**config.mk**
```make
export PLATFORM = sky130hd
export DESIGN_NAME = ddc_load_ctrl
export DESIGN_NICKNAME = d
export VERILOG_FILES = /design/src/rtl/ddc_pkg.sv /design/src/rtl/ddc_serial_rx.sv /design/src/rtl/ddc_load_ctrl.sv
export SDC_FILE = /design/constraint.sdc
export NUM_CORES = 1
export LEC_CHECK = 0
export BUFFER_PORTS_ARGS = -buffer_cell sky130_fd_sc_hd__buf_2
export CORE_AREA = 4 4 92 94
export CTS_BUF_LIST = sky130_fd_sc_hd__clkbuf_16
export DETAILED_ROUTE_END_ITERATION = 7
export DIE_AREA = 0 0 96 98
export PLACE_DENSITY = 0.84
export SLEW_MARGIN = 40
export SYNTH_ARGS = -nofsm -noshare
export SYNTH_HDL_FRONTEND = slang
export SYNTH_SLANG_ARGS = --single-unit
```
**constraint.sdc**
```tcl
create_clock -name mclk -period 3.8 [get_ports mclk]
set_clock_uncertainty 0.15 [all_clocks]
set_input_delay 0.38 -clock mclk [delete_from_list [all_inputs] [get_ports mclk]]
set_output_delay 0.38 -clock mclk [all_outputs]
set_load 0.005 [all_outputs]
```
**src/rtl/ddc_pkg.sv**
```systemverilog
// Shared constants and types of the dual converter load and reference control
`default_nettype none
package ddc_pkg;
    // Serial frame shape
    localparam int          FRAME_BITS   = 24;
    localparam int          CMD_MSB      = 21;
    localparam int          CMD_LSB      = 19;
    localparam int          ADDR_MSB     = 18;
    localparam int          ADDR_LSB     = 16;
    localparam int          DATA_BITS    = 16;
    localparam logic [4:0]  LAST_BIT_IDX = 5'h17;

    // Command field codes
    localparam logic [2:0]  CMD_WRITE_INPUT = 3'h0;
    localparam logic [2:0]  CMD_LOAD_MASK   = 3'h6;
    localparam logic [2:0]  CMD_REF_SETUP   = 3'h7;

    // Channel select codes, channel A is index 0, channel B index 1
    localparam int          CHANNELS     = 2;
    localparam logic [2:0]  ADDR_ALL     = 3'h7;
    localparam logic [1:0][2:0] CH_ADDR  = {3'h1, 3'h0};

    // Field positions and reset values
    localparam int          MASK_LSB     = 0;
    localparam int          REF_BIT      = 0;
    localparam logic [1:0]  MASK_RESET   = 2'h0;
    localparam logic        REF_RESET    = 1'h0;

    typedef enum logic [1:0] {
        RX_IDLE  = 2'h0,
        RX_SHIFT = 2'h1,
        RX_DONE  = 2'h3
    } ddc_rx_state_t;

    typedef struct packed {
        logic [2:0]           cmd;
        logic [2:0]           addr;
        logic [DATA_BITS-1:0] data;
    } ddc_frame_t;
endpackage
`default_nettype wire

```
**src/rtl/ddc_serial_rx.sv**
```systemverilog
// Serial frame receiver: pin synchronisers, falling-edge shift and frame abort
`default_nettype none
module ddc_serial_rx (
    // Clock and reset
    input  wire logic            mclk,
    input  wire logic            arst_n,
    input  wire logic            clkEn,
    // Serial pins
    input  wire logic            frameSyncN,
    input  wire logic            serialClk,
    input  wire logic            serialData,
    // Received frame
    output logic                 frameValid,
    output ddc_pkg::ddc_frame_t  frame
);
    typedef struct packed {
        logic [1:0]                     fsSync;
        logic [1:0]                     clkSync;
        logic [1:0]                     dinSync;
        logic                           clkPrev;
        ddc_pkg::ddc_rx_state_t         st;
        logic [4:0]                     bitCount;
        logic [ddc_pkg::FRAME_BITS-1:0] shift;
        logic                           valid;
    } ddc_rx_t;

    ddc_rx_t q;
    ddc_rx_t d;
    logic    clkFall;

    assign clkFall = q.clkPrev & ~q.clkSync[1];

    always_comb begin
        d         = q;
        d.fsSync  = {q.fsSync[0], frameSyncN};
        d.clkSync = {q.clkSync[0], serialClk};
        d.dinSync = {q.dinSync[0], serialData};
        d.clkPrev = q.clkSync[1];
        d.valid   = 1'b0;
        if (q.fsSync[1]) begin
            // Frame sync high: idle or abort, the partial word is dropped
            d.st       = ddc_pkg::RX_IDLE;
            d.bitCount = 5'h00;
            d.shift    = '0;
        end else begin
            unique case (q.st)
                ddc_pkg::RX_IDLE, ddc_pkg::RX_SHIFT: begin
                    d.st = ddc_pkg::RX_SHIFT;
                    if (clkFall) begin
                        // Most significant bit arrives first
                        d.shift    = {q.shift[ddc_pkg::FRAME_BITS-2:0], q.dinSync[1]};
                        d.bitCount = q.bitCount + 5'h01;
                        if (q.bitCount == ddc_pkg::LAST_BIT_IDX) begin
                            d.st    = ddc_pkg::RX_DONE;
                            d.valid = 1'b1;
                        end
                    end
                end
                ddc_pkg::RX_DONE: begin
                    // Extra edges after the last bit are ignored until sync rises
                    d.st = ddc_pkg::RX_DONE;
                end
                default: begin
                    d.st = ddc_pkg::RX_IDLE;
                end
            endcase
        end
    end

    always_ff @(posedge mclk or negedge arst_n) begin
        if (!arst_n) begin
            q <= '{fsSync: 2'h3, clkSync: 2'h0, dinSync: 2'h0, clkPrev: 1'b0,
                   st: ddc_pkg::RX_IDLE, bitCount: 5'h00, shift: '0, valid: 1'b0};
        end else if (clkEn) begin
            q <= d;
        end
    end

    assign frameValid = q.valid;
    assign frame      = ddc_pkg::ddc_frame_t'(q.shift[ddc_pkg::CMD_MSB:0]);
endmodule
`default_nettype wire

```
**src/rtl/ddc_load_ctrl.sv**
```systemverilog
// Double-buffered code registers with load pin, load mask and reference enable
`default_nettype none
module ddc_load_ctrl #(
    parameter int DATA_W = 16
) (
    // Clock and reset
    input  wire logic                                  mclk,
    input  wire logic                                  arst_n,
    input  wire logic                                  clkEn,
    // Serial link pins
    input  wire logic                                  frameSyncN,
    input  wire logic                                  serialClk,
    input  wire logic                                  serialData,
    // Hardware load pin
    input  wire logic                                  loadPinN,
    // Converter codes and controls
    output logic [ddc_pkg::CHANNELS-1:0][DATA_W-1:0]   dacCode,
    output logic [ddc_pkg::CHANNELS-1:0]               loadMask,
    output logic                                       refEnable
);
    if (DATA_W < 1 || DATA_W > ddc_pkg::DATA_BITS) begin : g_check
        $error("DATA_W must lie between 1 and the frame data width");
    end

    typedef struct packed {
        logic [1:0]                                  loadSync;
        logic [ddc_pkg::CHANNELS-1:0]                mask;
        logic                                        refEn;
        logic [ddc_pkg::CHANNELS-1:0]                written;
        logic [ddc_pkg::CHANNELS-1:0][DATA_W-1:0]    inputCode;
        logic [ddc_pkg::CHANNELS-1:0][DATA_W-1:0]    dacCode;
    } ddc_ctrl_t;

    ddc_ctrl_t                                q;
    ddc_ctrl_t                                d;
    logic                                     frameValid;
    ddc_pkg::ddc_frame_t                      frame;
    logic                                     loadHigh;
    logic [DATA_W-1:0]                        newCode;
    logic [ddc_pkg::CHANNELS-1:0]             writeHit;
    logic [ddc_pkg::CHANNELS-1:0]             doUpdate;
    logic [ddc_pkg::CHANNELS-1:0]             writtenNext;
    logic [ddc_pkg::CHANNELS-1:0][DATA_W-1:0] inputNext;
    logic [ddc_pkg::CHANNELS-1:0][DATA_W-1:0] dacNext;

    ddc_serial_rx u_rx (
        .mclk       (mclk),
        .arst_n     (arst_n),
        .clkEn      (clkEn),
        .frameSyncN (frameSyncN),
        .serialClk  (serialClk),
        .serialData (serialData),
        .frameValid (frameValid),
        .frame      (frame)
    );

    assign loadHigh = q.loadSync[1];
    assign newCode  = frame.data[ddc_pkg::DATA_BITS-1 -: DATA_W];

    for (genvar ch = 0; ch < ddc_pkg::CHANNELS; ch++) begin : g_chan
        // Channel A answers address 0, channel B address 1, both answer all
        assign writeHit[ch] = frameValid && frame.cmd == ddc_pkg::CMD_WRITE_INPUT &&
                              (frame.addr == ddc_pkg::CH_ADDR[ch] ||
                               frame.addr == ddc_pkg::ADDR_ALL);
        // Masked channels behave as if the pin were low
        assign doUpdate[ch] = q.written[ch] && (q.mask[ch] || !loadHigh);
        // A new write in the update cycle keeps the flag set
        assign writtenNext[ch] = writeHit[ch] | (q.written[ch] & ~doUpdate[ch]);
        assign inputNext[ch]   = writeHit[ch] ? newCode : q.inputCode[ch];
        assign dacNext[ch]     = doUpdate[ch] ? q.inputCode[ch] : q.dacCode[ch];
    end

    always_comb begin
        d           = q;
        d.loadSync  = {q.loadSync[0], loadPinN};
        d.written   = writtenNext;
        d.inputCode = inputNext;
        d.dacCode   = dacNext;
        if (frameValid && frame.cmd == ddc_pkg::CMD_LOAD_MASK) begin
            d.mask = frame.data[ddc_pkg::MASK_LSB +: ddc_pkg::CHANNELS];
        end
        if (frameValid && frame.cmd == ddc_pkg::CMD_REF_SETUP) begin
            d.refEn = frame.data[ddc_pkg::REF_BIT];
        end
    end

    always_ff @(posedge mclk or negedge arst_n) begin
        if (!arst_n) begin
            q <= '{loadSync: 2'h3, mask: ddc_pkg::MASK_RESET,
                   refEn: ddc_pkg::REF_RESET,
                   written: '0, inputCode: '0, dacCode: '0};
        end else if (clkEn) begin
            q <= d;
        end
    end

    assign dacCode   = q.dacCode;
    assign loadMask  = q.mask;
    assign refEnable = q.refEn;
endmodule
`default_nettype wire

```
Yosys cells after proc, flatten, opt, wreduce, memory -nomap -nowiden
Index checks and enable logic that the tools add are counted.

Input bits: 7. Output and inout port bits: 35. Flip-flop bits (word level): 109. Word-level logic and storage cells: 64.

Equality and inequality tests: 7. Bitwise operators: 8. Add/subtract/negate cells: 1. Reductions and logical operators: 25. Mux-type cells: 7.

Operators by type and width (number): 2-to-1 mux 32 bit (1); 2-to-1 mux 31 bit (1); 2-to-1 mux 30 bit (1); AND reduction 2 bit (6); equality test 3 bit, second input constant (3); logical AND 1 bit (7); zero test 3 bit (2); adder 5 x 1 -> 5 bit, second input constant (1); equality test 5 bit, second input constant (1); logical OR 1 bit (4); case mux 2 bit (2 select lines) (1); nonzero test 2 bit (2); bitwise AND 1 bit (3); equality test 3 x 1 -> 1 bit, second input constant (1); NOT 1 bit (3); AND reduction 3 bit (1); equality test 2 x 1 -> 1 bit, second input constant (1); equality test 2 bit, second input constant (1); zero test 2 bit (1); 2-to-1 mux 1 bit (2); 2-to-1 mux 2 bit (1); bitwise OR 1 bit (2); OR reduction 2 bit (1); zero test 1 bit (1).

Longest topological paths before layout
Depth in word-level cells: 6. Depth in mapped cells: 5. Mapped depth without buffers: 4.

By module
From an unflattened synthesis, not the netlist that was laid out.

Cell total of the unflattened synthesis: 322. Area, all modules: 4739.5 um^2.

By module, submodules not included: ddc_load_ctrl (instances 1, area an instance 3064.2 um^2, sequential area each 1779.2 um^2, cells an instance 198); ddc_serial_rx (instances 1, area an instance 1675.4 um^2, sequential area each 928.4 um^2, cells an instance 124).

Least setup slack after synthesis
Ideal clock, no wire load.

Kind: register to register. Start point: register q (netlist bit loadHigh). End point: register q (netlist bit dacCode[10]). Cell stages (with the launch flop): 5. Arrival: 1.476 ns. Buffers on the path: 1. Setup time: 0.125 ns. Slack: 2.049 ns. Data required time: 3.525 ns. Period minus slack after synthesis: 1.751 ns. Path through: dfstp_2 inv_1 o211ai_2 buf_2 mux2_2.

Longest elaborated chain between the ends: 4.

RTL lines: start: declaration (RTL line ddc_load_ctrl.sv:34) `ddc_ctrl_t q;`; start signal: assignment (RTL line ddc_load_ctrl.sv:89) `q <= '{loadSync: 2'h3, mask: ddc_pkg::MASK_RESET,`; zero test 1 bit (RTL line ddc_load_ctrl.sv:66) `assign doUpdate[ch] = q.written[ch] && (q.mask[ch] || !loadHigh);`; logical OR 1 bit (RTL line ddc_load_ctrl.sv:66); logical AND 1 bit (RTL line ddc_load_ctrl.sv:66); AND reduction 2 bit (no source line).

Every way passes these cells. A chain may end at the register's enable or synchronous reset.

Worst setup path in the final report
Start point: register u_rx.q (netlist bit u_rx.frame[20]). End point: register q[35] (netlist name).

Longest elaborated chain between the ends: 4.

RTL lines: start: declaration (RTL line ddc_serial_rx.sv:27) `ddc_rx_t q;`; start signal: assignment (RTL line ddc_serial_rx.sv:72) `q <= '{fsSync: 2'h3, clkSync: 2'h0, dinSync: 2'h0, clkPrev: 1'b0,`; zero test 3 bit (RTL line ddc_load_ctrl.sv:62) `assign writeHit[ch] = frameValid && frame.cmd == ddc_pkg::CMD_WRITE_INPUT &&`; logical AND 1 bit (2 in series) (RTL line ddc_load_ctrl.sv:62); AND reduction 2 bit (no source line).

Every way passes these cells.

==> flow_metrics.tcl <==
set metrics [dict create \
    antenna_found_initial 0 \
    hold_class "in -> reg" \
    status "finished clean" \
    routabilityCongestion 0.8486 \
    clk_pin_slew_worst_paths_ns 0.07 \
    first_pass_iters 4 \
    cts-resized-gates 0 \
    clockPowerShare_pct 46.2 \
    worstRegToRegCells 3 \
    slew_violations 0 \
    dp_hpwl_mm 4.921 \
    final_layout_size_suffix_gt1_share_pct 47.32 \
    p_seq_share_pct 49.9 \
    ys_seq_area_share_pct 60.26 \
    hp-start "frameSyncN" \
    synth-simple-area-share_pct 4.121 \
    vias 2401 \
    synth_compound_area_share_pct 7.185 \
    drcViolationCount 0 \
    wl_per_cell_microns 18.46 \
    fin_util_pct 64.09 \
    endpoint_kind "flop" \
    yosysWarnings 0 \
    worst_slew_pin_slew_ns 0.6564 \
    gr-total-overflow 0 \
    whs_ns 0.1228 \
    arrival_ns 2.14 \
    slowest_delay_ns 0.64 \
    min_path_cells 2 \
    post-place-ws_ns 1.324 \
    rows 32 \
    path_cells "nor3_2, o211a_2, mux2_2" \
    startpoint_type "flop" \
    wl_mm 7.736 \
    area_growth_pct 9.078 \
    fin_setup_tns_ns 0 \
    synth_cell_type_count 36 \
    cts_tree "built" \
    synthXorXnorAreaFrac_pct 0.1949 \
    r2r-start "u_rx.frame[20]$_DFFE_PN0P_" \
    synthCells 302 \
    grt_max_degree 48 \
    slowest_stage "o211a_2" \
    max_freq_mhz 484.1 \
    rsz0062_at_grt "no" \
    ys_ff_latch 108 \
    worstSetupPathType "reg -> reg" \
    maxSlewHeadroom_pct 56.03 \
    grt.total_usage_pct 17.93 \
    cts_buffers 9 \
    drt_iter0_markers 109 \
    post-place-cells 402 \
    nNetsFinal 320 \
    period_needed_ns 2.066 \
    ir_drop_mv 0.2681 \
    synthAdderAreaFrac_pct 0.2785 \
    r2r_slack_ns 1.73 \
    worst_r2r_endpoint "q[35]$_DFFE_PN0P_" \
    synth.area.mux_share_pct 20.02 \
    viasPerCell 5.730 \
    clk_latency_ns 0.33 \
    p_leak_nw 2.531 \
    root_buffer "clkbuf_16" \
    antennaDiodeCount 0 \
    ant_nets 0 \
    die_width_microns 96 \
    maxCapViolations 0 \
    grt_pass1_vias 2510 \
    comb_power_share_pct 3.9 \
    finalSetupViolations 0 \
    p_int_mw 1.915 \
    power_density_nw_per_um2 488.0 \
    die-area_sq_um 9408 \
    swShare_pct 19.93 \
    boundaryPins 42 \
    core_sq_um 7647 \
    cp_max_fo 17 \
    htree_levels 3 \
    synth_fp_nets 310 \
    syn_avg_cell_area_sq_um 14.88 \
    fin_crit_sh_pct 54.36 \
    io_buffers 41 \
    whs_endpoint "u_rx.d[38]$_DFFE_PN1P_" \
    layout_setup_ws_ns 1.734 \
    final_cells 419 \
    die_y_microns 98 \
    worstPathRequired_ns 3.87 \
    synth_area_sq_um 4493 \
    cts.sinks 108 \
    clock_path_buffers 2 \
    grt_pass1_wl_mm 12.97 \
    initial_core_util_pct 58.75 \
    hold_viol_final 0 \
    power.switching_mw 0.4767 \
    synth_top_family_by_area "multiplexers" \
]
==> final cells by class <==
type | count | area [sq um]
clock inverter | 7 | 137.6
tap | 102 | 127.6
fill | 550 | 2746
multi-input combinational | 144 | 1448
inverter | 4 | 15.01
clock buffer | 9 | 225.2
sequential | 108 | 2708
timing repair buffer | 45 | 240.2
==> cell families (layout without fill, tap and decap cells) <==
kind of cell	count (synthesis)	count (layout)
AO/OA/AOI/OAI	39	39
XOR/XNOR	1	1
adder cells (fa/ha/maj)	1	1
buffers and inverters	50	65
flip-flops	108	108
multiplexers	77	77
AND/OR/NAND/NOR	26	26
==> flip-flops by register name, indices dropped and copies added (netlist names), 2 cells and up <==
register / count
q: 34
dacCode: 32
u_rx.frame: 22
u_rx.q: 10
u_rx.d: 4
loadMask: 2
==> placed cells by master (no fill, tap or decap), types with 2 or more instances in the layout <==
cell and count:
o21ai_0 6, buf_2 40, and2_1 3, buf_4 4
nand4_1 3, and3_1 3, a22o_2 2, mux2_4 9
nand4b_1 2, bufinv_16 4, mux2_2 67, o21a_1 2
dfrtp_1 104, nand2_1 5, o211ai_4 2, a22o_1 23
clkbuf_16 9, inv_1 4, dfstp_2 4
==> cell usage after synthesis <==
| library cell | n | area (sq um) |
|---|---|---|
| nor2b_1 | 1 | 6.260 |
| o211a_1 | 1 | 10.01 |
| and2_1 | 4 | 25.02 |
| nand4b_1 | 2 | 17.52 |
| buf_12 | 1 | 20.02 |
| a22o_1 | 23 | 201.4 |
| a22o_2 | 2 | 20.02 |
| nor3_1 | 1 | 5.000 |
| buf_6 | 2 | 22.52 |
| dfstp_2 | 4 | 105.1 |
| xnor2_1 | 1 | 8.760 |
| buf_2 | 8 | 40.04 |
| and3_1 | 3 | 18.77 |
| o211ai_1 | 1 | 7.510 |
| buf_4 | 34 | 255.2 |
| a21o_2 | 1 | 8.760 |
| o21a_1 | 2 | 15.01 |
| nor2b_2 | 1 | 8.760 |
| clkbuf_1 | 1 | 3.750 |
| o21ai_0 | 6 | 30.03 |
| and4_1 | 1 | 8.760 |
| o21ai_1 | 1 | 5.000 |
| inv_1 | 4 | 15.01 |
| nand2_1 | 5 | 18.77 |
| dfrtp_1 | 104 | 2603 |
| nor4bb_1 | 1 | 10.01 |
| mux2_2 | 67 | 754.5 |
| nor3b_2 | 1 | 12.51 |
| nor2_1 | 1 | 3.750 |
| mux2i_1 | 1 | 10.01 |
| nor3_2 | 1 | 10.01 |
| nand4_1 | 3 | 18.77 |
| ha_1 | 1 | 12.51 |
| o211ai_2 | 2 | 25.02 |
| nand4_4 | 1 | 21.27 |
| mux2_4 | 9 | 135.1 |
==> per-stage QoR <==
step,power (mW),area [sq um]
2_1_floorplan,1.260,4493
3_3_place_gp,1.298,4509
3_5_place_dp,1.307,4528
4_1_cts,2.415,4901
5_1_grt,2.479,4901
6_report,2.392,4901
==> worst max-delay path by stage <==
stage | slack [ns] | depth (start not counted) | start | end
3_5_place_dp | 1.32 | 4 | clkEn | q[32]$_DFFE_PN0P_
5_1_grt | 1.66 | 3 | u_rx.frame[20]$_DFFE_PN0P_ | q[35]$_DFFE_PN0P_
3_3_place_gp | 1.43 | 4 | clkEn | q[36]$_DFFE_PN0P_
4_1_cts | 1.57 | 3 | u_rx.frame[20]$_DFFE_PN0P_ | q[33]$_DFFE_PN0P_
2_1_floorplan | 2.05 | 4 | loadHigh$_DFFE_PN1P_ | dacCode[10]$_DFFE_PN0P_
6_report | 1.73 | 3 | u_rx.frame[20]$_DFFE_PN0P_ | q[35]$_DFFE_PN0P_
==> critical path: cells and delay by family, from the launching register on <==
| family | cells | cell delay [ns] |
|---|---|---|
| AO/OA/AOI/OAI | 1 | 0.64 |
| flip-flops | 1 | 0.44 |
| multiplexers | 1 | 0.41 |
| AND/OR/NAND/NOR | 1 | 0.31 |
==> routing by layer <==
layer	wire length (microns)	vias to the layer above	global-route usage [%]	part of all wire [%]
met5	0	-	0	0
met3	316	11	4.237	4.1
met2	3805	64	28.31	49
met1	3519	1256	24.83	45
li1	-	1070	-	-
met4	95	0	5.033	1.2
==> power groups by stage <==
stage          Clock (mW)  Sequential (mW)  Combinational, mW
2_1_floorplan           0             1.21             0.0529
3_3_place_gp            0             1.21             0.0865
3_5_place_dp            0             1.21             0.0936
4_1_cts              1.13             1.19             0.0951
5_1_grt              1.18             1.20              0.106
6_report             1.11             1.19             0.0932
==> repair_timing <==
action,4_1_cts,5_1_grt
endpoints found under the setup margin,0,0
hold endpoints to repair,41,0
setup buffers,0,0
hold buffers,1,0
Note: power is estimated with default switching activity, not from simulation.
